**src/logic/gpp_pkg.sv**
```systemverilog
/*
 gpp_pkg: constants and carrier types for the eight-pad general-purpose port.
 Assumes one main clock; the port's registers are reached through a plain
 byte-wide write/read port with no public bus around it.
*/
// Operation
// - after reset pads are port-owned, driver off, input buffer on
// - pad n configuration byte sits at offset 0x10 plus n
// - drive-enable bit one drives pad n, zero makes it an input
// - set alias ones set drive-enable bits, zeros ignored
// - clear alias ones clear drive-enable bits only
// - toggle alias ones invert drive-enable bits only
// - value set alias ones set output-value bits
// - value clear alias ones clear output-value bits
// - toggle alias or input register ones invert output-value bits
// - input register shows synced pad only when input not disabled
// - polarity flip inverts both driven and read values
// - changing polarity flip gives a visible internal edge
// - bias-up bit switches on pad pull-up
// - sense config selects both, rising, falling, low level or disabled
// - sense hit sets flag; request held while any enabled flag set
// - clock stopped: sync pads wake only on both-edge or level
// - sync pads need one-cycle pulse, three-cycle dead time
// - event output equals pad value when input enabled, else zero
// - bit-access mirrors write exactly like the regular registers
// - enabled peripheral overrides its pad; others stay ordinary
// - port runs on main clock; sync stops when clock stops
// - pad input synchronised; synchroniser frozen when input disabled
// - driving a pad keeps its input path readable
// - reading drive-enable aliases returns drive-enable register
package gpp_pkg;
    localparam int PADS = 8;
    // register offsets
    localparam logic [4:0] OFS_DRIVE_ENABLE = 5'h00;
    localparam logic [4:0] OFS_DRIVE_ENABLE_SET = 5'h01;
    localparam logic [4:0] OFS_DRIVE_ENABLE_CLEAR = 5'h02;
    localparam logic [4:0] OFS_DRIVE_ENABLE_TOGGLE = 5'h03;
    localparam logic [4:0] OFS_DRIVE_VALUE = 5'h04;
    localparam logic [4:0] OFS_DRIVE_VALUE_SET = 5'h05;
    localparam logic [4:0] OFS_DRIVE_VALUE_CLEAR = 5'h06;
    localparam logic [4:0] OFS_DRIVE_VALUE_TOGGLE = 5'h07;
    localparam logic [4:0] OFS_INPUT_VALUE = 5'h08;
    localparam logic [4:0] OFS_SENSE_FLAG = 5'h09;
    localparam logic [4:0] OFS_PAD_CONFIG_BASE = 5'h10;
    // per-pad config fields
    localparam int CFG_FLIP_BIT = 7;
    localparam int CFG_BIAS_BIT = 3;
    localparam int CFG_SENSE_LSB = 0;
    localparam logic [7:0] CFG_RESET = 8'h00;
    localparam logic [7:0] REG_RESET = 8'h00;
    localparam logic [7:0] CFG_WRITE_MASK = 8'h8F;
    // dead time after a synchronous sense hit, in cycles
    localparam logic [1:0] DEAD_CYCLES = 2'h3;

    typedef enum logic [2:0]
    {
        SENSE_INTDISABLE = 3'h0,
        SENSE_DUAL_EDGE = 3'h1,
        SENSE_RISING = 3'h2,
        SENSE_FALLING = 3'h3,
        SENSE_INPUT_DISABLE = 3'h4,
        SENSE_LEVEL = 3'h5
    } gpp_sense_t;

    typedef struct packed
    {
        logic flip;
        logic bias_up;
        logic [2:0] sense;
    } gpp_cfg_t;

    typedef struct packed
    {
        logic wr;
        logic rd;
        logic mirror;
        logic [4:0] addr;
        logic [7:0] wdata;
    } gpp_req_t;
endpackage

```
**src/logic/gpp_pad_sense.sv**
```systemverilog
/*
 gpp_pad_sense: one pad's input synchroniser and sense detector.
 Assumes the pad level is asynchronous to mclk_in and that the parent
 supplies the pad's polarity and sense configuration from registers.
*/
`timescale 1ns/1ps
module gpp_pad_sense
(
    input wire logic mclk_in,
    input wire logic reset_in,
    input wire logic clk_en_in,
    input wire logic pad_in,
    input wire logic flip_in,
    input wire logic [2:0] sense_in,
    output logic level_out,
    output logic hit_out
);
    import gpp_pkg::*;

    logic sync_a;
    logic sync_b;
    logic prev;
    logic [1:0] dead;
    logic in_on;
    logic seen;
    logic cond;

    assign in_on = (sense_in != 3'(SENSE_INPUT_DISABLE));
    // polarity applied after the flops so a flip change is an edge at once
    // read inversion
    assign seen = sync_b ^ flip_in;
    assign level_out = seen;

    // two-flop synchroniser, held still while the input is disabled
    // gated synchroniser
    always_ff @(posedge mclk_in)
    begin
        if (reset_in)
        begin
            sync_a <= 1'b0;
            sync_b <= 1'b0;
        end
        else if (clk_en_in && in_on)
        begin
            sync_a <= pad_in;
            sync_b <= sync_a;
        end
    end

    // previous seen level for edge compare
    // flip edge visible
    always_ff @(posedge mclk_in)
    begin
        if (reset_in)
            prev <= 1'b0;
        else if (clk_en_in)
            prev <= seen;
    end

    always_comb
    begin
        unique case (sense_in)
            3'(SENSE_DUAL_EDGE): cond = seen ^ prev;
            3'(SENSE_RISING): cond = seen & ~prev;
            3'(SENSE_FALLING): cond = ~seen & prev;
            3'(SENSE_LEVEL): cond = ~seen;
            default: cond = 1'b0;
        endcase
    end

    assign hit_out = cond && (dead == 2'h0);

    always_ff @(posedge mclk_in)
    begin
        if (reset_in)
            dead <= 2'h0;
        else if (clk_en_in)
        begin
            if (hit_out)
                dead <= DEAD_CYCLES;
            else if (dead != 2'h0)
                dead <= dead - 2'h1;
        end
    end
endmodule

```
**src/logic/gpp_port.sv**
```systemverilog
/*
 gpp_port: eight-pad general-purpose port with set/clear/toggle aliases,
 per-pad configuration, sense flags, wake and event outputs, and override.
 Assumes a single main clock, a byte-wide register port from the CPU side,
 and peripherals presenting their own override enable, drive and value.
*/
`timescale 1ns/1ps
module gpp_port
#(
    parameter int PAD_COUNT = 8,
    parameter logic [7:0] FULL_ASYNC_PADS = 8'h04
)
(
    input wire logic mclk_in,
    input wire logic reset_in,
    input wire logic clk_en_in,
    input wire gpp_pkg::gpp_req_t req_in,
    output logic [7:0] rdata_out,
    input wire logic [PAD_COUNT-1:0] pad_in,
    output logic [PAD_COUNT-1:0] pad_out,
    output logic [PAD_COUNT-1:0] pad_oe_out,
    output logic [PAD_COUNT-1:0] pad_pullup_out,
    output logic [PAD_COUNT-1:0] pad_input_en_out,
    input wire logic [PAD_COUNT-1:0] periph_override_in,
    input wire logic [PAD_COUNT-1:0] periph_oe_in,
    input wire logic [PAD_COUNT-1:0] periph_value_in,
    output logic [PAD_COUNT-1:0] periph_level_out,
    input wire logic clock_stopped_in,
    output logic [PAD_COUNT-1:0] event_out,
    output logic irq_out,
    output logic wake_out
);
    import gpp_pkg::*;

    logic [PAD_COUNT-1:0] drive_enable;
    logic [PAD_COUNT-1:0] drive_value;
    logic [PAD_COUNT-1:0] sense_flag_reg;
    logic [7:0] per_pad_config_reg [PAD_COUNT];
    logic [PAD_COUNT-1:0] level;
    logic [PAD_COUNT-1:0] hit;
    logic [PAD_COUNT-1:0] flip;
    logic [PAD_COUNT-1:0] irq_en;
    logic [PAD_COUNT-1:0] wake_src;
    logic [PAD_COUNT-1:0] wd;
    logic [2:0] sense [PAD_COUNT];
    logic wr;
    logic [7:0] next_rdata;

    // mirror writes decode the same address space as regular ones
    // mirror behaves identically
    assign wr = req_in.wr && clk_en_in;
    assign wd = req_in.wdata[PAD_COUNT-1:0];

    // drive-enable register and its aliases
    always_ff @(posedge mclk_in)
    begin
        if (reset_in)
            drive_enable <= '0;
        else if (wr)
        begin
            unique case (req_in.addr)
                OFS_DRIVE_ENABLE: drive_enable <= wd;
                OFS_DRIVE_ENABLE_SET: drive_enable <= drive_enable | wd;
                OFS_DRIVE_ENABLE_CLEAR: drive_enable <= drive_enable & ~wd;
                OFS_DRIVE_ENABLE_TOGGLE: drive_enable <= drive_enable ^ wd;
                default: drive_enable <= drive_enable;
            endcase
        end
    end

    // output-value register and its aliases
    always_ff @(posedge mclk_in)
    begin
        if (reset_in)
            drive_value <= '0;
        else if (wr)
        begin
            unique case (req_in.addr)
                OFS_DRIVE_VALUE: drive_value <= wd;
                OFS_DRIVE_VALUE_SET: drive_value <= drive_value | wd;
                OFS_DRIVE_VALUE_CLEAR: drive_value <= drive_value & ~wd;
                OFS_DRIVE_VALUE_TOGGLE, OFS_INPUT_VALUE: drive_value <= drive_value ^ wd;
                default: drive_value <= drive_value;
            endcase
        end
    end

    // per-pad configuration bytes, unused bits stored as zero
    genvar n;
    generate
        for (n = 0; n < PAD_COUNT; n++)
        begin : g_pad
            always_ff @(posedge mclk_in)
            begin
                if (reset_in)
                    per_pad_config_reg[n] <= CFG_RESET;
                else if (wr && req_in.addr == OFS_PAD_CONFIG_BASE + 5'(n))
                    per_pad_config_reg[n] <= req_in.wdata & CFG_WRITE_MASK;
            end

            assign flip[n] = per_pad_config_reg[n][CFG_FLIP_BIT];
            // sense field picked once, so every user agrees on its position
            assign sense[n] = per_pad_config_reg[n][CFG_SENSE_LSB +: 3];
            assign irq_en[n] = (sense[n] != 3'(SENSE_INTDISABLE))
                && (sense[n] != 3'(SENSE_INPUT_DISABLE));
            assign pad_pullup_out[n] = per_pad_config_reg[n][CFG_BIAS_BIT];
            assign pad_input_en_out[n] = sense[n] != 3'(SENSE_INPUT_DISABLE);

            gpp_pad_sense u_sense
            (
                .mclk_in(mclk_in),
                .reset_in(reset_in),
                .clk_en_in(clk_en_in),
                .pad_in(pad_in[n]),
                .flip_in(flip[n]),
                .sense_in(sense[n]),
                .level_out(level[n]),
                .hit_out(hit[n])
            );

            assign wake_src[n] = FULL_ASYNC_PADS[n]
                ? (irq_en[n] && hit[n])
                : (hit[n] && (!clock_stopped_in
                   || sense[n] == 3'(SENSE_DUAL_EDGE)
                   || sense[n] == 3'(SENSE_LEVEL)));
        end
    endgenerate

    // sense flags: hardware set wins over a same-cycle clear
    always_ff @(posedge mclk_in)
    begin
        if (reset_in)
            sense_flag_reg <= '0;
        else if (clk_en_in)
        begin
            if (req_in.wr && req_in.addr == OFS_SENSE_FLAG)
                sense_flag_reg <= (sense_flag_reg & ~wd) | hit;
            else
                sense_flag_reg <= sense_flag_reg | hit;
        end
    end

    assign irq_out = |(sense_flag_reg & irq_en);
    assign wake_out = |wake_src;

    // pad drivers; override takes enable and value from the peripheral, port polarity flip still applied
    // peripheral override
    assign pad_oe_out = (periph_override_in & periph_oe_in)
        | (~periph_override_in & drive_enable);
    assign pad_out = ((periph_override_in & periph_value_in)
        | (~periph_override_in & drive_value)) ^ flip;
    assign periph_level_out = level & pad_input_en_out;
    // event follows pad while input on
    assign event_out = level & pad_input_en_out;

    // read mux; aliases read back their base register
    always_comb
    begin
        next_rdata = REG_RESET;
        unique case (req_in.addr)
            OFS_DRIVE_ENABLE, OFS_DRIVE_ENABLE_SET, OFS_DRIVE_ENABLE_CLEAR,
            OFS_DRIVE_ENABLE_TOGGLE: next_rdata = 8'(drive_enable);
            OFS_DRIVE_VALUE, OFS_DRIVE_VALUE_SET, OFS_DRIVE_VALUE_CLEAR,
            OFS_DRIVE_VALUE_TOGGLE: next_rdata = 8'(drive_value);
            // input shows synced level if enabled
            OFS_INPUT_VALUE: next_rdata = 8'(level & pad_input_en_out);
            OFS_SENSE_FLAG: next_rdata = 8'(sense_flag_reg);
            default:
            begin
                for (int i = 0; i < PAD_COUNT; i++)
                begin
                    if (req_in.addr == OFS_PAD_CONFIG_BASE + 5'(i))
                        next_rdata = per_pad_config_reg[i];
                end
            end
        endcase
    end

    // registered read data, one cycle after the read strobe
    // single main clock
    always_ff @(posedge mclk_in)
    begin
        if (reset_in)
            rdata_out <= REG_RESET;
        else if (clk_en_in && req_in.rd)
            rdata_out <= next_rdata;
    end
endmodule

```
**config.mk**
```make
export PLATFORM = sky130hd
export DESIGN_NAME = gpp_port
export DESIGN_NICKNAME = d
export VERILOG_FILES = /design/src/logic/gpp_pkg.sv /design/src/logic/gpp_pad_sense.sv /design/src/logic/gpp_port.sv
export SDC_FILE = /design/constraint.sdc
export NUM_CORES = 1
export LEC_CHECK = 0
export BUFFER_PORTS_ARGS = -buffer_cell sky130_fd_sc_hd__buf_2
export CORE_MARGIN = 2
export CORE_UTILIZATION = 25
export CTS_CLUSTER_DIAMETER = 200
export DETAILED_ROUTE_END_ITERATION = 12
export GPL_TIMING_DRIVEN = 0
export PLACE_DENSITY = 0.38
export SYNTH_ARGS = -nofsm -noshare
export SYNTH_HDL_FRONTEND = slang
export SYNTH_SLANG_ARGS = --single-unit
```
**constraint.sdc**
```tcl
create_clock -name mclk_in -period 3 [get_ports mclk_in]
set_input_delay 0.15 -clock mclk_in [delete_from_list [all_inputs] [get_ports mclk_in]]
set_output_delay 0.15 -clock mclk_in [all_outputs]
set_load 0.1 [all_outputs]
```
==> impl_metrics.env <==
export IMPL_status="completed"
export IMPL_synthFlopType="dfxtp_1"
export IMPL_synth_warnings=0
export IMPL_skew_ns=0.00726
export IMPL_final_nets=1109
export IMPL_slew_headroom=0.0677
export IMPL_slowest_stage="edfxtp_1"
export IMPL_finalCritPeriodShare=0.996
export IMPL_drive_above_1_share=0.203
export IMPL_numCtsBuffers=9
export IMPL_drc=0
export IMPL_end_kind="primary output"
export IMPL_ys_async_sr_fraction=0
export IMPL_synth_cell_types=71
export IMPL_gp_congestion=0.859
export IMPL_worst_slew_pin_slew_ns=1.39
export IMPL_first_iter_violations=490
export IMPL_clk_pin_slew_worst_paths_ns=0.09
export IMPL_final_common_cell="buf_2"
export IMPL_drt_pass1_iter_count=5
export IMPL_synth_top_family_by_area="compound AO/OA/AOI/OAI gates"
export IMPL_synth_simple_area_share=0.197
export IMPL_initial_core_util=0.253
export IMPL_syn_to_final_growth_pct=23.5
export IMPL_htreeDepth=3
export IMPL_synthAdderAreaFrac=0.0966
export IMPL_cp_arrival_ns=2.84
export IMPL_grt_max_degree=22
export IMPL_seq_area_frac_synth=0.364
export IMPL_via_per_inst=5.02
export IMPL_hold_path_class="input pin to register"
export IMPL_cts_sinks=112
export IMPL_crit_path_max_incr_delay_ns=0.50
export IMPL_crit_chain="xnor2_2 -> inv_2 -> ha_4 -> inv_1 -> o311a_1 -> o211a_1 -> a311oi_2 -> o2111ai_2 -> buf_12"
export IMPL_finalWirelength_um=29400
export IMPL_setup_violations=0
export IMPL_grt_pass1_vias=6714
export IMPL_synth_edf_count=40
export IMPL_row_count=62
export IMPL_vdd_drop_max_uv=246
export IMPL_crit_buf_inv=3
export IMPL_largest_reg_flops=40
export IMPL_netlist_top_cells_area="dfxtp_1 (20%), edfxtp_1 (17%), ha_1 (9.7%), nand2_1 (4.4%), nor2_1 (4.3%)"
export IMPL_rsz0062_at_grt="yes"
export IMPL_slew_violations=0
export IMPL_finalHoldViolations=0
export IMPL_synth_xor_area_frac=0.0193
export IMPL_synthMuxAreaShare=0.0245
export IMPL_rrSetupSlack_ns=0.69
export IMPL_synth_top_cell_by_area="dfxtp_1"
export IMPL_crit_required_ns=2.85
export IMPL_final_core_util=0.313
export IMPL_grt_overflow_total=0
export IMPL_criticalPathCategory="register to primary output"
export IMPL_coreArea_um2=28600
export IMPL_fmax_mhz=335
export IMPL_syn_nets=969
export IMPL_grt_antenna_before_repair=1
export IMPL_num_vias=6979
export IMPL_synth_compound_area_share=0.217
export IMPL_insertion_delay_ns=0.37
export IMPL_die_area_um2=30400
export IMPL_start_kind="register"
export IMPL_die_h_um=174
export IMPL_ys_ff_latch=112
export IMPL_fin_crit_ns=2.99
export IMPL_avgSynthCellArea_um2=8.43
export IMPL_path_max_fanout=2
export IMPL_final_antenna_net_count=0
export IMPL_dp_hpwl_um=22200
export IMPL_power_leakage_nw=3.46
export IMPL_grt_usage=0.192
export IMPL_post_drt_wl_per_cell_um=21.2
export IMPL_die_x_um=174
export IMPL_syn_cell_area_um2=7250
export IMPL_cts_tree="yes"
export IMPL_critPathTopFamily="compound AO/OA/AOI/OAI gates"
export IMPL_synthCells=861
export IMPL_cts_max_path_buffers=2
export IMPL_final_cell_mix="buf_2 (105), nand2_1 (86), nor2_1 (83)"
export IMPL_place_area_um2=8260
export IMPL_grt_first_pass_wirelength_um=43400
export IMPL_cellPowerDensity_nw_per_um2=499
export IMPL_numPortBuffers=104
export IMPL_synth_top_area_share=0.199
export IMPL_cts_root_buf="clkbuf_16"
export IMPL_design_area_um2=8960
export IMPL_drv_cap=0
export IMPL_boundaryPins=110
## kinds of logic after synthesis
| kind of cell | count (synthesis) |
|---|---|
| buf+inv | 134 |
| compound gates | 226 |
| mux | 16 |
| simple gates | 301 |
| xor+xnor | 16 |
| fa+ha+maj | 56 |
| flops | 112 |
## worst min-delay path: cells and delay by family
| kind | cells | cell delay [ns] |
|---|---|---|
| simple gates | 1 | 0.07 |
| buf+inv | 1 | 0.10 |
| compound gates | 1 | 0.06 |
## per-stage QoR
stage / total power (W) / setup TNS [ns] / instances / hold WS (ns) / worst slack (ns)
6_report: 0.00447 / 0 / 1391 / 0.0418 / 0.0133
5_1_grt: 0.00466 / -0.0324 / 1390 / 0.0470 / -0.0324
4_1_cts: 0.00445 / -0.0182 / 1380 / 0.0352 / -0.0182
3_5_place_dp: 0.00312 / -0.187 / 1349 / 0.434 / -0.187
3_3_place_gp: 0.00312 / -0.190 / 1349 / 0.431 / -0.190
2_1_floorplan: 0.00277 / 0 / 861 / 0.313 / 0.153
## cell type report
cell class | instances | area [µm²]
inverters | 71 | 267
clock buffers | 9 | 225
multi-input cells | 615 | 4230
repair buffers | 129 | 723
flip-flops and latches | 112 | 2640
fillers | 3071 | 19700
well taps | 384 | 480
plain buffers | 63 | 322
clock inverters | 7 | 70.1
diodes | 1 | 2.50
## timing repair
item / 4_1_cts / 5_1_grt
pin swaps: 12 / 17
resized for setup: 19 / 19
endpoints found under the setup margin: 1 / 1
hold buffers: 0 / 0
buffers inserted: 15 / 10
## path summary, 6_finish.rpt
path,startpoint,endpoint,depth (start not counted)
min reg2reg,g_pad[2].u_sense.sync_a,g_pad[2].u_sense.sync_a,2
max,per_pad_config_reg[0][14],wake_out,9
min,pad_in[1],g_pad[1].u_sense.sync_a,3
max reg2reg,per_pad_config_reg[1][14],g_pad[6].u_sense.dead[1],7
## per-layer routing
layer | vias up | global-route usage | part of all wire
met5 | - | 0 | 0
met4 | 0 | 0.0417 | 0.015
met3 | 30 | 0.0291 | 0.042
met2 | 188 | 0.315 | 0.46
met1 | 3353 | 0.266 | 0.48
li1 | 3408 | - | -
## Yosys cell counts, drive strengths merged (6+ instances only)
cell type and number:
nor3 42, inv 65, a22oi 8, nor2b 10, buf 32, xnor2 16, clkinv 6, clkbuf 31
dfxtp 72, o21ai 37, a311oi 18, nor2 83, mux2i 11, a221oi 14, a21o 6, o211ai 6
ha 56, nand2 86, nand2b 15, o22ai 6, nor4 12, a32oi 8, a211oi 21, a31oi 13
edfxtp 40, nand3 24, a21oi 47
## power by group
| group | switching [W] | internal [W] | total, W |
|---|---|---|---|
| Sequential | 0.000108 | 0.00167 | 0.00178 |
| Clock | 0.000695 | 0.000593 | 0.00129 |
| Combinational | 0.00101 | 0.000397 | 0.00141 |
No activity file was read; power rests on OpenSTA's default activity.
